### config.mk
export PLATFORM = sky130hd
export DESIGN_NAME = lsi_status_intr
export DESIGN_NICKNAME = d
export VERILOG_FILES = /design/src/core/lsi_pkg.sv /design/src/core/lsi_acc_if.sv /design/src/core/lsi_status_intr.sv /design/src/core/lsi_sync.sv /design/src/core/lsi_view.sv
export VERILOG_INCLUDE_DIRS = /design/src /design/src/core
export SDC_FILE = /design/constraint.sdc
export NUM_CORES = 1
export LEC_CHECK = 0
export ABC_AREA = 1
export BUFFER_PORTS_ARGS = -buffer_cell sky130_fd_sc_hd__buf_2
export CORE_AREA = 2 2 179 163
export DETAILED_ROUTE_END_ITERATION = 8
export DIE_AREA = 0 0 181 165
export GPL_TIMING_DRIVEN = 0
export PLACE_DENSITY = 0.82
export SYNTH_ARGS = -nofsm -noshare
export SYNTH_HDL_FRONTEND = slang
export SYNTH_SLANG_ARGS = --single-unit
### constraint.sdc
create_clock -name clk -period 1.2 [get_ports clk]
set_input_delay 0.06 -clock clk [delete_from_list [all_inputs] [get_ports clk]]
set_output_delay 0.06 -clock clk [all_outputs]
set_load 0.1 [all_outputs]
### src/core/lsi_defs.svh
`ifndef LSI_DEFS_SVH
`define LSI_DEFS_SVH

// ----------------------------------------
// register selects on the host port
// ----------------------------------------
`define LSI_SEL_STATUS_ONE 4'h0
`define LSI_SEL_STATUS_TWO 4'h1
`define LSI_SEL_INFO_ONE 4'h2
`define LSI_SEL_INFO_TWO 4'h3
`define LSI_SEL_INFO_THREE 4'h4
`define LSI_SEL_HDLC_STATUS 4'h5
`define LSI_SEL_HDLC_AUX_ONE 4'h6
`define LSI_SEL_HDLC_AUX_TWO 4'h7
`define LSI_SEL_HDLC_AUX_THREE 4'h8
`define LSI_NUM_REGS 9

// ----------------------------------------
// field layout and reset values
// ----------------------------------------
`define LSI_REG_WIDTH 8
// blue, yellow, carrier-loss, sync-loss alarm levels in status one
`define LSI_ALARM_BIT_YELLOW 3
`define LSI_ALARM_BIT_CARRIER 2
`define LSI_ALARM_BIT_BLUE 1
`define LSI_ALARM_BIT_SYNC 0
`define LSI_STATUS_ONE_ALARMS 8'h0f
`define LSI_NO_ALARMS 8'h00
`define LSI_RESET_BYTE 8'h00
`define LSI_RESET_INT_N 1'b1

// ----------------------------------------
// timing
// ----------------------------------------
`define LSI_SYNC_STAGES 2

`endif

### src/core/lsi_pkg.sv
`default_nettype none

package lsi_pkg;
   typedef logic [7:0] lsi_byte_t;
   // phase of a register's masked read sequence
   typedef enum logic [1:0] {
      lsi_idle,
      lsi_armed,
      lsi_read
   } lsi_phase_t;
endpackage

`default_nettype wire

### src/core/lsi_acc_if.sv
`default_nettype none

interface lsi_acc_if;
   logic wr;
   logic rd;
   lsi_pkg::lsi_byte_t wdata;
   lsi_pkg::lsi_byte_t lat;
   lsi_pkg::lsi_byte_t shown;
   lsi_pkg::lsi_byte_t armed;

   modport ctl (
      output wr,
      output rd,
      output wdata,
      output lat,
      input shown,
      input armed
   );

   modport view (
      input wr,
      input rd,
      input wdata,
      input lat,
      output shown,
      output armed
   );
endinterface

`default_nettype wire

### src/core/lsi_status_intr.sv
// How it works
// - each monitored event or present condition sets its bit in one of nine status registers.
// - status and receive information bits latch and stay at one until read.
// - a read clears the bits armed by the mask, and only a new event or a source still present sets them again.
// - blue, yellow, carrier-loss and sync-loss bits stay set after a read while the alarm lasts.
// - each masked bit copies its latest latched value into the readable copy.
// - each unmasked bit keeps its previous readable value.
// - only status one, status two and the hdlc status register can pull the interrupt.
// - every source of those three registers has its own bit in its mask register.
// - an enabled alarm pulls the interrupt low on each change, both rising and falling.
// - reading the alarm bit releases the interrupt even if the alarm persists.
// - an enabled event pulls the interrupt low until its bit is read.
`include "lsi_defs.svh"
`default_nettype none

module lsi_status_intr #(
   parameter int NUM_REGS = `LSI_NUM_REGS,
   parameter logic [7:0] STATUS_ONE_ALARMS = `LSI_STATUS_ONE_ALARMS
) (
   input wire logic clk,
   input wire logic rst_n,
   input wire logic [3:0] host_sel,
   input wire logic host_wr,
   input wire logic host_rd,
   input wire logic [7:0] host_wdata,
   output logic [7:0] host_rdata,
   input wire logic [7:0] irq_mask_one,
   input wire logic [7:0] irq_mask_two,
   input wire logic [7:0] hdlc_irq_mask,
   input wire logic [NUM_REGS-1:0][7:0] status_src,
   output logic [NUM_REGS-1:0][7:0] status_latched,
   output logic int_n
);

   // ----------------------------------------
   // source synchronisation
   // ----------------------------------------
   // events arrive with no relation to the host clock
   logic [NUM_REGS*8-1:0] src_flat;
   logic [NUM_REGS*8-1:0] src_sync_flat;
   logic [NUM_REGS-1:0][7:0] src_s;

   assign src_flat = status_src;
   assign src_s = src_sync_flat;

   lsi_sync #(
      .WIDTH(NUM_REGS * 8)
   ) u_sync (
      .clk(clk),
      .rst_n(rst_n),
      .din(src_flat),
      .dout(src_sync_flat)
   );

   // ----------------------------------------
   // host access decode
   // ----------------------------------------
   logic [NUM_REGS-1:0] wr_hit;
   logic [NUM_REGS-1:0] rd_hit;

   always_comb begin
      wr_hit = '0;
      for (int k = 0; k < NUM_REGS; k++) begin
         if (host_sel == 4'(k)) begin
            wr_hit[k] = host_wr;
         end
      end
   end

   // a select above the last register hits nothing, so it arms and clears nothing
   always_comb begin
      rd_hit = '0;
      for (int k = 0; k < NUM_REGS; k++) begin
         if (host_sel == 4'(k)) begin
            rd_hit[k] = host_rd;
         end
      end
   end

   // ----------------------------------------
   // per-register latch, view and pending state
   // ----------------------------------------
   logic [NUM_REGS-1:0][7:0] lat;
   logic [NUM_REGS-1:0][7:0] shown_all;
   logic [NUM_REGS-1:0][7:0] req;

   genvar g;
   generate
      for (g = 0; g < NUM_REGS; g++) begin : g_reg
         localparam logic [7:0] ALARMS = (g == `LSI_SEL_STATUS_ONE) ?
                                         STATUS_ONE_ALARMS : `LSI_NO_ALARMS;
         localparam bit CAN_IRQ = (g == `LSI_SEL_STATUS_ONE) ||
                                  (g == `LSI_SEL_STATUS_TWO) ||
                                  (g == `LSI_SEL_HDLC_STATUS);
         lsi_acc_if acc ();
         logic [7:0] clr;
         logic [7:0] prev;
         logic [7:0] apend;
         logic [7:0] chg;
         logic [7:0] mask;
         logic [7:0] next_lat;
         logic [7:0] next_apend;
         logic [7:0] alarm_lvl;
         logic [7:0] alarm_req;
         logic [7:0] event_req;

         assign acc.wr = wr_hit[g];
         assign acc.rd = rd_hit[g];
         assign acc.wdata = host_wdata;
         assign acc.lat = lat[g];
         assign shown_all[g] = acc.shown;

         lsi_view u_view (
            .clk(clk),
            .rst_n(rst_n),
            .acc(acc)
         );

         // ----------------------------------------
         // latched bits
         // ----------------------------------------
         // read clears armed bits
         assign clr = rd_hit[g] ? acc.armed : 8'h00;

         // present alarm re-sets, set beats clear
         assign next_lat = (lat[g] & ~clr) | src_s[g];

         always_ff @(posedge clk or negedge rst_n) begin
            if (!rst_n) begin
               lat[g] <= `LSI_RESET_BYTE;
            end else begin
               lat[g] <= next_lat;
            end
         end

         // ----------------------------------------
         // alarm change detection
         // ----------------------------------------
         assign alarm_lvl = src_s[g] & ALARMS;

         // previous alarm level
         always_ff @(posedge clk or negedge rst_n) begin
            if (!rst_n) begin
               prev <= `LSI_RESET_BYTE;
            end else begin
               prev <= alarm_lvl;
            end
         end

         assign chg = alarm_lvl ^ prev;
         // alarm pending cleared by its read
         assign next_apend = (apend & ~clr) | chg;

         always_ff @(posedge clk or negedge rst_n) begin
            if (!rst_n) begin
               apend <= `LSI_RESET_BYTE;
            end else begin
               apend <= next_apend;
            end
         end

         // ----------------------------------------
         // interrupt request
         // ----------------------------------------
         // per-source mask select
         always_comb begin
            mask = 8'h00;
            if (g == `LSI_SEL_STATUS_ONE) begin
               mask = irq_mask_one;
            end else if (g == `LSI_SEL_STATUS_TWO) begin
               mask = irq_mask_two;
            end else if (g == `LSI_SEL_HDLC_STATUS) begin
               mask = hdlc_irq_mask;
            end
         end

         assign alarm_req = apend & mask;

         // event pends while latched
         // alarm bits stay out: a lasting alarm must not hold the pin low
         assign event_req = lat[g] & ~ALARMS & mask;

         assign req[g] = CAN_IRQ ? (alarm_req | event_req) : 8'h00;
      end
   endgenerate

   // ----------------------------------------
   // read data
   // ----------------------------------------
   logic [7:0] sel_shown;
   logic sel_valid;
   logic [7:0] next_host_rdata;

   // out-of-range selects read as zero
   always_comb begin
      sel_shown = `LSI_RESET_BYTE;
      sel_valid = 1'b0;
      for (int k = 0; k < NUM_REGS; k++) begin
         if (host_sel == 4'(k)) begin
            sel_shown = shown_all[k];
            sel_valid = 1'b1;
         end
      end
   end

   // read data stands until the next read
   always_comb begin
      next_host_rdata = host_rdata;
      if (host_rd && sel_valid) begin
         next_host_rdata = sel_shown;
      end else if (host_rd) begin
         next_host_rdata = `LSI_RESET_BYTE;
      end
   end

   // read returns the copy taken at the mask write
   always_ff @(posedge clk or negedge rst_n) begin
      if (!rst_n) begin
         host_rdata <= `LSI_RESET_BYTE;
      end else begin
         host_rdata <= next_host_rdata;
      end
   end

   // latched state, registered one cycle behind lat, for observation
   always_ff @(posedge clk or negedge rst_n) begin
      if (!rst_n) begin
         status_latched <= '0;
      end else begin
         status_latched <= lat;
      end
   end

   // ----------------------------------------
   // interrupt output
   // ----------------------------------------
   logic [NUM_REGS-1:0] reg_pending;
   logic any_pending;
   logic next_int_n;

   // one summary bit per register keeps the final or narrow
   always_comb begin
      reg_pending = '0;
      for (int k = 0; k < NUM_REGS; k++) begin
         reg_pending[k] = |req[k];
      end
   end

   // or of all enabled pending sources
   always_comb begin
      any_pending = |reg_pending;
      next_int_n = ~any_pending;
   end

   always_ff @(posedge clk or negedge rst_n) begin
      if (!rst_n) begin
         int_n <= `LSI_RESET_INT_N;
      end else begin
         int_n <= next_int_n;
      end
   end

endmodule

`default_nettype wire

### src/core/lsi_sync.sv
`include "lsi_defs.svh"
`default_nettype none

module lsi_sync #(
   parameter int WIDTH = 8
) (
   input wire logic clk,
   input wire logic rst_n,
   input wire logic [WIDTH-1:0] din,
   output logic [WIDTH-1:0] dout
);
   // first stage is read by the second stage only
   logic [WIDTH-1:0] meta;

   always_ff @(posedge clk or negedge rst_n) begin
      if (!rst_n) begin
         meta <= '0;
         dout <= '0;
      end else begin
         meta <= din;
         dout <= meta;
      end
   end
endmodule

`default_nettype wire

### src/core/lsi_view.sv
`include "lsi_defs.svh"
`default_nettype none

module lsi_view (
   input wire logic clk,
   input wire logic rst_n,
   lsi_acc_if.view acc
);
   lsi_pkg::lsi_byte_t shown;
   lsi_pkg::lsi_byte_t armed;

   // --------------------------------
   // readable copy
   // --------------------------------
   // masked copy refresh
   always_ff @(posedge clk or negedge rst_n) begin
      if (!rst_n) begin
         shown <= `LSI_RESET_BYTE;
      end else if (acc.wr) begin
         shown <= (shown & ~acc.wdata) | (acc.lat & acc.wdata);
      end
   end

   // --------------------------------
   // bits armed for clearing
   // --------------------------------
   // a write wins over a read in the same cycle; the read still clears the bits armed before the write
   always_ff @(posedge clk or negedge rst_n) begin
      if (!rst_n) begin
         armed <= `LSI_RESET_BYTE;
      end else if (acc.wr) begin
         armed <= acc.wdata;
      end else if (acc.rd) begin
         armed <= `LSI_RESET_BYTE;
      end
   end

   assign acc.shown = shown;
   assign acc.armed = armed;
endmodule

`default_nettype wire

**Word level (Yosys, flattened, before mapping)**

Cells that the tools add are included.

- Flip-flop bits (word level): 469
- Latch bits: 0
- Memory bits (writable): 0
- Memory bits (read-only): 0
- Output and inout port bits: 81
- Word-level logic and storage cells: 200
- Memories: 0

- Add/subtract/negate cells: 0
- $mul: 0
- Divide/modulo/power cells: 0
- Order comparisons: 0
- Eq/ne operators: 8
- Shift operators: 0
- Mux-type cells: 65
- Bitwise gates (word level): 70
- Reductions and logical operators: 13

Operators by type and width:

| operator | number |
|---|---|
| $mux 8 | 38 |
| $and 8x8->8 | 36 |
| $or 8x8->8 | 21 |
| $not 8->8 | 10 |
| $mux 1 | 27 |
| $reduce_or 24->1 | 1 |
| $reduce_bool 2->1 | 10 |
| $eq 4x3->1 const B | 4 |
| $eq 4x2->1 const B | 2 |
| $or 8x4->8 | 1 |
| $eq 4x1->1 const B | 1 |
| $eq 4x4->1 const B | 1 |
| $logic_not 4->1 | 1 |
| $xor 4x4->4 | 1 |
| $logic_and 1x1->1 | 1 |
| $not 1->1 | 1 |

**Logic depth before layout (Yosys ltp)**

- Word-level depth: 12
- Mapped depth: 11
- Mapped depth without buffers: 11

**By module**

From an unflattened synthesis, not the netlist that was laid out.

- Cell total of the unflattened synthesis: 1416
- Area total of the unflattened synthesis: 16589.7 um^2

Modules (own cells, without submodules):

| module | instances | cells each | area an instance (um^2) |
|---|---|---|---|
| lsi_status_intr | 1 | 669 | 6939.2 |
| lsi_view | 9 | 67 | 671.9 |
| lsi_sync | 1 | 144 | 3603.5 |

**Worst setup path before layout**

OpenSTA, ideal clock, no wires.

- Path kind: reg-to-reg
- Start: register, netlist name host_rdata[0]
- End: register host_rdata[0]
- Setup time: 0.068 ns
- Arrival: 1.088 ns
- Data required time: 1.132 ns
- Slack: 0.044 ns
- Cell stages (with the launch flop): 3
- Path buffers: 0
- Cells stage by stage: dfrtp_1 nand2_1 nand2_1

RTL lines:

| item | line | source |
|---|---|---|
| end signal: assignment | lsi_status_intr.sv:219 | `` host_rdata <= `LSI_RESET_BYTE; `` |
| end signal: assignment | lsi_status_intr.sv:221 | `host_rdata <= next_host_rdata;` |
| end: declaration | lsi_status_intr.sv:26 | `output logic [7:0] host_rdata,` |

**Worst setup path after layout**

- Start: register int_n
- End: output int_n

RTL lines:

| item | line | source |
|---|---|---|
| start: declaration | lsi_status_intr.sv:32 | `output logic int_n` |
| start signal: assignment | lsi_status_intr.sv:257 | `` int_n <= `LSI_RESET_INT_N; `` |
| start signal: assignment | lsi_status_intr.sv:259 | `int_n <= next_int_n;` |

No word-level cell between the ends.

==> flow_summary.toml <==
[cts]
hold_buffers = 83
path_clk_slew_ps = 70
cts-buffers-inserted = 44
cts_root_buf = "clkbuf_16"
clock_latency_ps = 550
cts_buffer_depth = 3
cts_tree = "yes"
cts_sinks = 469
htree_num_levels = 2

[yosys]
yosysTopAreaCell = "dfrtp_1"
yosysWarnings = 0
yosysUniqueCellTypes = 30
synthMuxAreaShare = 0.0228
ys_seq_area_frac = 0.743
synthSimpleGateAreaFrac = 0.0990
synth-compound-area-share = 0.0794
synthXorXnorAreaFrac = 0.00222
synth.area.top_cells = "dfrtp_1 (74%), o21ai_0 (5.1%), nand2_1 (5.0%), inv_1 (4.6%), mux2_1 (2.1%)"
synth_fa_ha_area_frac = 0
synth_top_family_by_area = "simple AND/OR/NAND/NOR gates"
avgSynthCellArea_um2 = 11.9
ys_seq_elements = 469
synth_area_um2 = 15800
synthCells = 1333
synth_top_area_frac = 0.741
syn_nets = 1445

[setup_path]
required_ps = 1140
worstSetupPathType = "reg -> out"
slowest_stage = "dfstp_2"
critPathTopFamily = "flip-flops"
cp-start-kind = "flip-flop"
slowest_delay_ps = 560
r2r_cells = 6
path_buf_inv = 1
endpoint_kind = "output pin"
worstPathArrival_ps = 1290
worstPathCellList = "buf_12"
r2r_setup_slack_ps = -120
worst-path-max-fanout = 1
timing.rr.end = "host_rdata[4]"

[layout]
layout.nets = 1780
diodes = 0
fin_cells = 2063
fillers = 1631
drive_gt1_frac = 0.203
area_delta_synth_final_pct = 31.2

[grt]
grt_overflow_total = 0
grt_max_degree = 127
antenna_found_initial = 1
first_global_vias = 11600
grt_usage = 0.287
grt_pass1_wl_mm = 64.9

[sta]
period_share = 1.13
min_period_ps = 1350
finalHoldViolations = 259
setup_viol_count_final = 27
fmax_mhz = 739
relSlewSlack = 0.260
hold-worst-slack_ps = -561
fin_ws_ps = -153
worst_pin_slew_ps = 1110
rsz0062_at_grt = "true"
clock_skew_ps = 11.8
maxSlewViolCount = 0

[placed_design]
io_buffers = 183
place.gp.congestion = 0.887
hpwl_mm = 24.4
dp.cells = 1880

[job]
drv_cap = 0

[detailed_routing]
wl_mm = 42.4
vias = 11100
drt_iter0_markers = 1136
wire_per_inst_um = 20.5
drc = 0
first_pass_iters = 6
viasPerCell = 5.40
ant_nets = 0

[run_status]
outcome = "finished with violations"
failed_checks = "negative hold slack, negative setup slack"

[pwr]
peakVddDrop_v = 0.00143
total_power_w = 0.0356
p_per_area_nw_per_um2 = 1720
cellLeakagePower_nw = 9.78

[floorplan]
fp.dieH_um = 165
core_region_area_um2 = 27900
die_w_um = 181
die-area_um2 = 29900
start_util = 0.567
rows = 58
ioPinCount = 193

[hold_path]
worstHoldPathType = "in -> async"
==> area by class of cell <==
| class | count | area [um^2] | area share |
|---|---|---|---|
| sequential | 469 | 11700 | 0.566 |
| multi-input combinational | 641 | 3300 | 0.159 |
| timing repair buffer | 289 | 2960 | 0.143 |
| clock buffer | 63 | 1240 | 0.0599 |
| inverter | 203 | 762 | 0.0368 |
| tap | 360 | 450 | 0.0217 |
| clock inverter | 18 | 176 | 0.00851 |
| buffer | 20 | 90.1 | 0.00435 |
==> per-layer routing <==
metal  routed length [um]  share of wire  GRT usage
met5                    9        0.00021          0
met4                 1820          0.043      0.116
met3                 3490          0.082     0.0635
met2                20900           0.49      0.487
met1                16100           0.38      0.366
==> synth_stat cells, drive strengths merged <==
cell and count:
clkinv 2, a21oi 24, dfstp 1, o21bai 24, nand4 19, or2 2, a22o 2, o21ai 185
dfrtp 468, and3 1, nor3 1, nor2 102, nand3 33, inv 201, nand2 212, clkbuf 9
mux2 32, buf 11, xnor2 4
==> what timing repair did <==
| action | in CTS | in global routing |
|---|---|---|
| setup buffers | 8 | 11 |
| gates resized for setup | 236 | 72 |
| pin swaps | 6 | 27 |
| endpoints found under the setup margin | 87 | 177 |
| hold endpoints to repair | 158 | 117 |
==> metrics by stage <==
| step | setup TNS [ps] | hold WS [ps] | area [um^2] | utilization | setup slack, ps |
|---|---|---|---|---|---|
| 4_1_cts | -879 | -464 | 20400 | 0.731 | -151 |
| 6_report | -831 | -561 | 20700 | 0.744 | -153 |
| 3_5_place_dp | -115770 | 104 | 17300 | 0.620 | -563 |
| 5_1_grt | -2070 | -531 | 20700 | 0.744 | -177 |
| 3_3_place_gp | -4119290 | 168 | 17200 | 0.616 | -8720 |
| 2_1_floorplan | 0 | -236 | 15800 | - | 44.2 |
==> cell families after synthesis <==
logic type,count (synthesis)
AO/OA/AOI/OAI,235
XOR/XNOR,4
buffers and inverters,223
flip-flops,469
multiplexers,32
AND/OR/NAND/NOR,370
==> power breakdown <==
part / switching (W) / total, W / leakage (nW) / internal (W)
Sequential: 0.000885 / 0.0182 / 5.11 / 0.0173
Combinational: 0.00229 / 0.00365 / 3.96 / 0.00136
Clock: 0.00606 / 0.0138 / 0.709 / 0.00773
Total: 0.00924 / 0.0356 / 9.78 / 0.0264
==> worst max path at each step <==
stage	from	end	slack (ps)	depth (start not counted)
after floorplan	host_rdata[0]	host_rdata[0]	40	2
after global placement	rst_n	u_sync.meta[63]	-8720	1
after detailed placement	host_rd	g_reg[7].u_view.acc.armed[1]	-560	5
after CTS	int_n	int_n	-150	1
after global routing	int_n	int_n	-180	1
final	int_n	int_n	-150	1
==> layout by cell type (no fill, tap or decap), drive strengths merged <==
| master | count |
|---|---|
| dlygate4sd3 | 83 |
| inv | 204 |
| nand3 | 33 |
| a22o | 2 |
| clkbuf | 73 |
| nor2 | 102 |
| bufinv | 2 |
| o21bai | 24 |
| and3 | 1 |
| dfstp | 1 |
| mux2 | 32 |
| dfrtp | 468 |
| clkinv | 15 |
| buf | 216 |
| nand2 | 212 |
| or2 | 2 |
| o21ai | 185 |
| nor3 | 1 |
| a21oi | 24 |
| nand4 | 19 |
| xnor2 | 4 |
No activity file was read; power rests on OpenSTA's default activity.
